--- src/rtl/acs_pkg.sv ---
package acs_pkg;
   // Clock and time unit: one time unit is half of one clock period.
   localparam int CLK_PERIOD_PS = 4000;
   localparam int HALF_PS = CLK_PERIOD_PS / 2;
   localparam int HALF_PER_CLK = CLK_PERIOD_PS / HALF_PS;

   // Conversion clock periods in time units.
   localparam int TCC_FAST_HALF = 24;
   localparam int TCC_MID_HALF = 48;
   localparam int TCC_SLOW_HALF = 96;
   localparam int TRANSFER_HALF = 4;

   localparam int CNT_W = 11;
   localparam logic [CNT_W-1:0] TCC_FAST_CYC = CNT_W'(TCC_FAST_HALF / HALF_PER_CLK);
   localparam logic [CNT_W-1:0] TCC_MID_CYC = CNT_W'(TCC_MID_HALF / HALF_PER_CLK);
   localparam logic [CNT_W-1:0] TCC_SLOW_CYC = CNT_W'(TCC_SLOW_HALF / HALF_PER_CLK);
   localparam logic [CNT_W-1:0] TRANSFER_CYC = CNT_W'(TRANSFER_HALF / HALF_PER_CLK);

   // Conversion clock select codes.
   localparam logic [1:0] CONV_SEL_FAST = 2'h0;
   localparam logic [1:0] CONV_SEL_RSVD = 2'h1;
   localparam logic [1:0] CONV_SEL_SLOW = 2'h2;
   localparam logic [1:0] CONV_SEL_MID = 2'h3;

   // Control register layout: timing fields sit in the upper four bits.
   localparam int CTRL_W = 16;
   localparam int CONV_SEL_LSB = 14;
   localparam int SAMPLE_SEL_LSB = 12;

   // Step counts per phase.
   localparam int RES_W = 10;
   localparam logic [3:0] SAMPLE_STEPS = 4'h2;
   localparam logic [3:0] DECIDE_STEPS = 4'ha;
   localparam logic [3:0] EQUAL_STEPS = 4'h4;
   localparam logic [RES_W-1:0] RES_ZERO = 10'h000;
   localparam logic [RES_W-1:0] RES_FULL = 10'h3ff;

   typedef enum logic [2:0] {
      ACS_IDLE,
      ACS_SAMPLE,
      ACS_DECIDE,
      ACS_EQUAL,
      ACS_TRANSFER
   } acs_state_t;
endpackage : acs_pkg

--- src/rtl/acs_step_timer.sv ---
`timescale 1ns/1ps
`default_nettype none
module acs_step_timer (
   // Clock and reset
   input wire logic clk_sys_in,
   input wire logic srst_in,
   // Control
   input wire logic hold_in,
   input wire logic [acs_pkg::CNT_W-1:0] len_in,
   // Step end
   output logic last_out
);
   logic [acs_pkg::CNT_W-1:0] cnt_r;
   logic [acs_pkg::CNT_W-1:0] cnt_nxt;

   // The count restarts itself at each step end so steps repeat back to back.
   assign last_out = !hold_in && (cnt_r == len_in - acs_pkg::CNT_W'(1));
   assign cnt_nxt = (hold_in || last_out) ? '0 : cnt_r + acs_pkg::CNT_W'(1);

   always_ff @(posedge clk_sys_in) begin
      if (srst_in) begin
         cnt_r <= '0;
      end else begin
         cnt_r <= cnt_nxt;
      end
   end
endmodule : acs_step_timer
`default_nettype wire

--- src/rtl/acs_sequencer.sv ---
`timescale 1ns/1ps
`default_nettype none
// Function
// - A started conversion first samples the input for two sample-clock periods.
// - Ten bit decisions follow, one per conversion-clock period, giving ten result bits.
// - Four further conversion-clock steps follow for level equalization.
// - A conversion lasts exactly 14 conversion clocks plus 2 sample clocks plus 4 time units.
// - The result register is loaded as the last step within the conversion time.
// - The timing fields are taken from the upper four bits of the control register.
// - Conversion clock is 24, 48 or 96 time units for codes 00, 11, 10; code 01 is reserved.
// - The sample clock is the conversion clock times 1, 2, 4 or 8 for codes 00 to 11.
// - After sampling the held value is used, so later input changes have no effect.
// - An input below ground gives all zeros and one above reference gives all ones.
// - All phase lengths are given in half clock periods and counted in whole system clock cycles.
module acs_sequencer (
   // Clock and reset
   input wire logic clk_sys_in,
   input wire logic srst_in,
   // Control
   input wire logic start_in,
   input wire logic [acs_pkg::CTRL_W-1:0] converter_control_reg_in,
   // Analog front end
   input wire logic cmp_high_in,
   input wire logic below_gnd_in,
   input wire logic above_ref_in,
   output logic sample_hold_out,
   output logic [acs_pkg::RES_W-1:0] trial_code_out,
   // Status and result
   output logic busy_out,
   output logic done_out,
   output logic [acs_pkg::RES_W-1:0] result_out
);
   acs_pkg::acs_state_t state_r;
   acs_pkg::acs_state_t state_nxt;
   logic [1:0] conv_clock_select_r;
   logic [1:0] sample_clock_select_r;
   logic [3:0] step_r;
   logic [3:0] step_nxt;
   logic [acs_pkg::RES_W-1:0] sar_r;
   logic [acs_pkg::RES_W-1:0] trial_w;
   logic [acs_pkg::RES_W-1:0] result_r;
   logic done_r;
   logic [2:0] cmp_sync_r;
   logic [1:0] below_sync_r;
   logic [1:0] above_sync_r;
   logic below_r;
   logic above_r;
   logic [acs_pkg::CNT_W-1:0] tcc_w;
   logic [acs_pkg::CNT_W-1:0] tsc_w;
   logic [acs_pkg::CNT_W-1:0] len_w;
   logic step_last_w;
   logic phase_last_w;
   logic start_ok_w;
   logic [acs_pkg::RES_W-1:0] final_w;

   // Reserved code 01 falls back to the fastest period.
   function automatic logic [acs_pkg::CNT_W-1:0] tcc_cycles(input logic [1:0] sel);
      case (sel)
         acs_pkg::CONV_SEL_MID: tcc_cycles = acs_pkg::TCC_MID_CYC;
         acs_pkg::CONV_SEL_SLOW: tcc_cycles = acs_pkg::TCC_SLOW_CYC;
         default: tcc_cycles = acs_pkg::TCC_FAST_CYC;
      endcase
   endfunction : tcc_cycles

   assign tcc_w = tcc_cycles(conv_clock_select_r);
   assign tsc_w = tcc_w << sample_clock_select_r;
   assign len_w = (state_r == acs_pkg::ACS_SAMPLE) ? tsc_w :
                  (state_r == acs_pkg::ACS_TRANSFER) ? acs_pkg::TRANSFER_CYC : tcc_w;

   acs_step_timer u_timer (
      .clk_sys_in(clk_sys_in),
      .srst_in(srst_in),
      .hold_in(state_r == acs_pkg::ACS_IDLE),
      .len_in(len_w),
      .last_out(step_last_w)
   );

   assign start_ok_w = start_in && (state_r == acs_pkg::ACS_IDLE);
   assign phase_last_w = step_last_w &&
      (((state_r == acs_pkg::ACS_SAMPLE) && (step_r == acs_pkg::SAMPLE_STEPS - 4'h1)) ||
       ((state_r == acs_pkg::ACS_DECIDE) && (step_r == acs_pkg::DECIDE_STEPS - 4'h1)) ||
       ((state_r == acs_pkg::ACS_EQUAL) && (step_r == acs_pkg::EQUAL_STEPS - 4'h1)) ||
       (state_r == acs_pkg::ACS_TRANSFER));
   assign step_nxt = (phase_last_w || state_r == acs_pkg::ACS_IDLE) ? 4'h0 :
                     step_last_w ? step_r + 4'h1 : step_r;

   always_comb begin
      state_nxt = state_r;
      case (state_r)
         acs_pkg::ACS_IDLE: begin
            if (start_ok_w) begin
               state_nxt = acs_pkg::ACS_SAMPLE;
            end
         end
         acs_pkg::ACS_SAMPLE: begin
            if (phase_last_w) begin
               state_nxt = acs_pkg::ACS_DECIDE;
            end
         end
         acs_pkg::ACS_DECIDE: begin
            if (phase_last_w) begin
               state_nxt = acs_pkg::ACS_EQUAL;
            end
         end
         acs_pkg::ACS_EQUAL: begin
            if (phase_last_w) begin
               state_nxt = acs_pkg::ACS_TRANSFER;
            end
         end
         acs_pkg::ACS_TRANSFER: begin
            if (phase_last_w) begin
               state_nxt = acs_pkg::ACS_IDLE;
            end
         end
         default: state_nxt = acs_pkg::ACS_IDLE;
      endcase
   end

   // Trial code: decided bits plus the bit under test, MSB first.
   genvar gi;
   generate
      for (gi = 0; gi < acs_pkg::RES_W; gi++) begin : g_trial
         assign trial_w[gi] = sar_r[gi] || ((state_r == acs_pkg::ACS_DECIDE) &&
            (step_r == 4'(acs_pkg::RES_W - 1 - gi)));
      end
   endgenerate

   assign final_w = below_r ? acs_pkg::RES_ZERO :
                    above_r ? acs_pkg::RES_FULL : sar_r;

   always_ff @(posedge clk_sys_in) begin
      if (srst_in) begin
         cmp_sync_r <= '0;
         below_sync_r <= '0;
         above_sync_r <= '0;
      end else begin
         cmp_sync_r <= {cmp_sync_r[1:0], cmp_high_in};
         below_sync_r <= {below_sync_r[0], below_gnd_in};
         above_sync_r <= {above_sync_r[0], above_ref_in};
      end
   end

   always_ff @(posedge clk_sys_in) begin
      if (srst_in) begin
         state_r <= acs_pkg::ACS_IDLE;
         step_r <= 4'h0;
      end else begin
         state_r <= state_nxt;
         step_r <= step_nxt;
      end
   end

   always_ff @(posedge clk_sys_in) begin
      if (srst_in) begin
         conv_clock_select_r <= 2'h0;
         sample_clock_select_r <= 2'h0;
      end else if (start_ok_w) begin
         conv_clock_select_r <= converter_control_reg_in[acs_pkg::CONV_SEL_LSB +: 2];
         sample_clock_select_r <= converter_control_reg_in[acs_pkg::SAMPLE_SEL_LSB +: 2];
      end
   end

   // Range flags are caught at the end of sampling, with the held value.
   always_ff @(posedge clk_sys_in) begin
      if (srst_in) begin
         below_r <= 1'b0;
         above_r <= 1'b0;
      end else if (state_r == acs_pkg::ACS_SAMPLE && phase_last_w) begin
         below_r <= below_sync_r[1];
         above_r <= above_sync_r[1];
      end
   end

   always_ff @(posedge clk_sys_in) begin
      if (srst_in || start_ok_w) begin
         sar_r <= '0;
      end else if (state_r == acs_pkg::ACS_DECIDE && step_last_w) begin
         sar_r <= cmp_sync_r[2] ? trial_w : sar_r;
      end
   end

   always_ff @(posedge clk_sys_in) begin
      if (srst_in) begin
         result_r <= '0;
         done_r <= 1'b0;
      end else begin
         done_r <= (state_r == acs_pkg::ACS_TRANSFER) && phase_last_w;
         if ((state_r == acs_pkg::ACS_TRANSFER) && phase_last_w) begin
            result_r <= final_w;
         end
      end
   end

   assign sample_hold_out = (state_r == acs_pkg::ACS_SAMPLE);
   assign trial_code_out = trial_w;
   assign busy_out = (state_r != acs_pkg::ACS_IDLE);
   assign done_out = done_r;
   assign result_out = result_r;
endmodule : acs_sequencer
`default_nettype wire

--- config.mk ---
export PLATFORM = sky130hd
export DESIGN_NAME = acs_sequencer
export DESIGN_NICKNAME = d
export VERILOG_FILES = /design/src/rtl/acs_pkg.sv /design/src/rtl/acs_step_timer.sv /design/src/rtl/acs_sequencer.sv
export SDC_FILE = /design/constraint.sdc
export NUM_CORES = 1
export LEC_CHECK = 0
export BUFFER_PORTS_ARGS = -buffer_cell sky130_fd_sc_hd__buf_2
export CAP_MARGIN = 0
export CORE_AREA = 3 3 101 103
export CTS_CLUSTER_DIAMETER = 80
export DETAILED_ROUTE_END_ITERATION = 16
export DIE_AREA = 0 0 104 106
export SLEW_MARGIN = 40
export SYNTH_ARGS = -nofsm -noshare
export SYNTH_HDL_FRONTEND = slang
export SYNTH_SLANG_ARGS = --single-unit
--- constraint.sdc ---
create_clock -name clk_sys_in -period 6.05 [get_ports clk_sys_in]
set_input_delay 0.3025 -clock clk_sys_in [delete_from_list [all_inputs] [get_ports clk_sys_in]]
set_output_delay 0.3025 -clock clk_sys_in [all_outputs]
set_load 0.01 [all_outputs]
==> metrics.md <==
| Metric | Value |
|---|---|
| # rows | 35 |
| Run status | complete, no violations |
| Max Root-Sink Buffers | 2 |
| Synth Flop Type | dfxtp_1 |
| Crit Path Category | flop to flop |
| Die Y | 106 µm |
| Clk root buf | clkbuf_8 |
| Synthesis Warnings | 0 |
| Cts bufs inserted | 5 |
| Mapped Avg Cell Area | 8.15 µm² |
| Drt total wl | about 6200 µm |
| CTS tree | done |
| Hold Slack | 0.209 ns |
| RSZ-0062 raised after global routing | false |
| Ports | 45 |
| Post-CTS Hold Buffers | 0 |
| Fill cells | 995 |
| CP delay by family, top | simple AND/OR/NAND/NOR gates |
| Placer Congestion | 0.845 |
| WP data required | 6.25 ns |
| Crit path DAT | ~3.8 ns |
| Power per standard cell area | 188 mW/mm² |
| DR WL/cell | about 12 µm |
| Crit path cell chain | nand2b_1 -> nor2_1 -> a21oi_1 -> o21ai_0 -> ha_1 -> a21boi_1 -> nand4_1 -> mux2i_1 -> xnor2_2 -> nand4_2 -> mux2_1 |
| Final Max Slew Viols | 0 |
| Worst skew pair latency | 0.30 ns |
| Post-Syn Area | 0.00281 mm² |
| Setup_tns | 0 ns |
| Yosys reg bits | 52 |
| Final Critical Period | 3.56 ns |
| Post-Synthesis Cells | 345 |
| Final Cycle Share | between 50% and 60% |
| Vias in the first global route | 2179 |
| Postcts setup bufs | 0 |
| Slew HR | between 40% and 50% |
| Critical Path Slowest Stage Cell | dfxtp_1 |
| Endpoints failing hold | 0 |
| # clock sinks | 52 |
| Max incr delay on CP | 0.64 ns |
| Clk pin slew, worst setup/hold paths | around 0.090 ns |
| Final Skew | 0.00815 ns |
| Number of flops mapped to enable cells by yosys | 0 |
| Initial antenna violation count | 0 |
| Starting DRT DRC Count | 126 |
| Setup crit end kind | flop |
| Slew @ Worst Pin | 0.763 ns |
| Place WS | approximately 2.5 ns |
| Max rail drop VDD | 0.0880 mV |
| Synth area leaders | dfxtp_1 (37%), nand2_1 (5.5%), nor2_1 (4.9%) |
| H-tree levels | 2 |
| Share of cells above drive strength 1 | 17.6% |
| Critical path buffers and inverters | 0 |
| DP HPWL | 4550 µm |
| Total track usage | 11.4% |
| Die area | 0.0110 mm² |
| Crit path max fanout | 15 |
| DRC Markers | 0 |
| Die Width | 104 µm |
| Cell variety after synth | 52 |
| Overflow after GRT | 0 |
| IO buf count | 32 |
| Area Overhead vs Synth | 12.9% |
| Crit start category | flop |
| Vias | ~2400 |
| ANT cells | 0 |
| Worst hold path type | input port to flop |
| Seq/Total Area, Yosys | 37.0% |
| Core ar. | 0.00928 mm² |
| Ys async rst share | 0% |
| Yosys top cell by area | dfxtp_1 |
| Initial Util | 30.3% |
| Fin nets | 397 |
| Max_cap viols | 0 |
| First drt pass iteration count | 4 |
| Post-CTS Resized | 0 |
| Fmax | around 280 MHz |
| PnR worst setup slack | roughly 2.5 ns |
| Post-synth top area share | 37.0% |
| Static Leakage | 1.17 nW |
| Post-DR vias/cell | 4.84 |
| Syn_nets | 373 |
| Antenna viol nets, final | 0 |
| Largest net degree at the start of global routing | 46 |
| First-pass GRT wire length | approximately 11000 µm |
| Setup violators final | 0 |
## synthesized netlist by cell type (2+ instances only)
master / count
o21ai_0: 14
nand2_1: 41
inv_1: 13
or4_1: 3
nand2b_1: 7
a31o_2: 7
nor3b_1: 3
buf_1: 3
a21o_1: 2
nor3_1: 15
mux2i_1: 5
or3_1: 4
nand4_1: 9
buf_2: 5
clkbuf_1: 9
nor4b_1: 3
xnor2_1: 7
nand3_1: 13
xnor2_2: 2
mux2_2: 9
o22ai_1: 2
a21oi_1: 16
nor2b_1: 18
and3_1: 2
nor2_1: 37
xor2_1: 11
nor4_1: 2
ha_1: 6
o211ai_1: 3
dfxtp_1: 52
## path summary, 6_finish.rpt
kind | startpoint | to | slack [ns] | depth (start not counted)
hold reg to reg | cmp_sync_r[0]$_SDFF_PP0_ | cmp_sync_r[1]$_SDFF_PP0_ | 0.44 | 1
hold / removal | below_gnd_in | below_sync_r[0]$_SDFF_PP0_ | 0.21 | 2
setup reg to reg | state_r[0]$_SDFFE_PP0P_ | result_out[7]$_SDFFE_PP0P_ | 2.49 | 11
setup / recovery | state_r[0]$_SDFFE_PP0P_ | result_out[7]$_SDFFE_PP0P_ | 2.49 | 11
## registers in the layout, summed over array words and instances (netlist names)
name and flops:
below_r 1, sample_clock_select_r 2, conv_clock_select_r 2, below_sync_r 2, above_r 1, sar_r 10
step_r 4, u_timer.cnt_r 11, state_r 3, result_out 10, above_sync_r 2, done_out 1
cmp_sync_r 3
## layout by cell type, fill, tap and decap left out, drive strengths merged, types with 2 or more instances in the layout
cell    synthesis  routed
nor4            3       3
a21oi          16      16
or4             3       3
nor3b           4       4
and3            2       2
nor2b          18      18
nor2           37      37
o21ai          15      15
dfxtp          52      52
xnor2           9       9
nand2b          7       7
o22ai           2       2
xor2           11      11
o31ai           2       2
nand2          41      41
nor3           15      15
a31o            7       7
mux2i           5       5
clkbuf          9       5
mux2           10      10
o211ai          3       3
a21o            2       2
nand4          10      10
buf             8      34
ha              6       6
nand3          13      13
nor4b           3       3
inv            13      13
a21boi          2       2
or3             5       5
## power by group
| part | internal (W) | switching [W] | total, W |
|---|---|---|---|
| clock network | 0.0000786 | 0.000112 | 0.000190 |
| registers | 0.000347 | 0.00000619 | 0.000353 |
| logic | 0.0000194 | 0.0000334 | 0.0000527 |
## final cells by class
type | count | area, µm² | area share, %
Clock buffer | 5 | 68.8 | 2.17
Multi-Input combinational cell | 263 | 1660 | 52.4
Timing Repair Buffer | 34 | 178 | 5.60
Sequential cell | 52 | 1040 | 32.8
Inverter | 13 | 48.8 | 1.54
Tap cell | 129 | 161 | 5.09
Clock inverter | 2 | 12.5 | 0.394
## kinds of logic after synthesis
family,synth area share [%]
simple gates,31.2
compound gates,12.3
flops,37.0
buf+inv,4.23
xor+xnor,6.77
mux,5.79
fa+ha+maj,2.67
## routing by layer
layer  GRT usage [%]  wire length, µm  part of all wire, %
met1            16.2             3150                   51
met4            3.32               89                  1.4
met3            2.25              191                  3.1
met2            17.5             2750                   44
met5               0                0                    0
## through the flow
step                      instances  util [%]  instance area [µm²]  power, W
after CTS                       498      34.1                 3170  0.000604
after global routing            498      34.2                 3170  0.000630
after floorplan                 345         -                 2810  0.000399
after detailed placement        491      33.2                 3090  0.000413
after global placement          491      33.1                 3080  0.000411
final                           498      34.2                 3170  0.000596
## worst register-to-register path, cell delays in order (launching register included)
cell      delay, ns
dfxtp_1        0.64
nand2b_1       0.22
nor2_1         0.15
a21oi_1        0.04
o21ai_0        0.24
ha_1           0.24
a21boi_1       0.17
nand4_1        0.19
mux2i_1        0.45
xnor2_2        0.25
nand4_2        0.42
mux2_1         0.46
No activity file was read; power rests on OpenSTA's default activity.
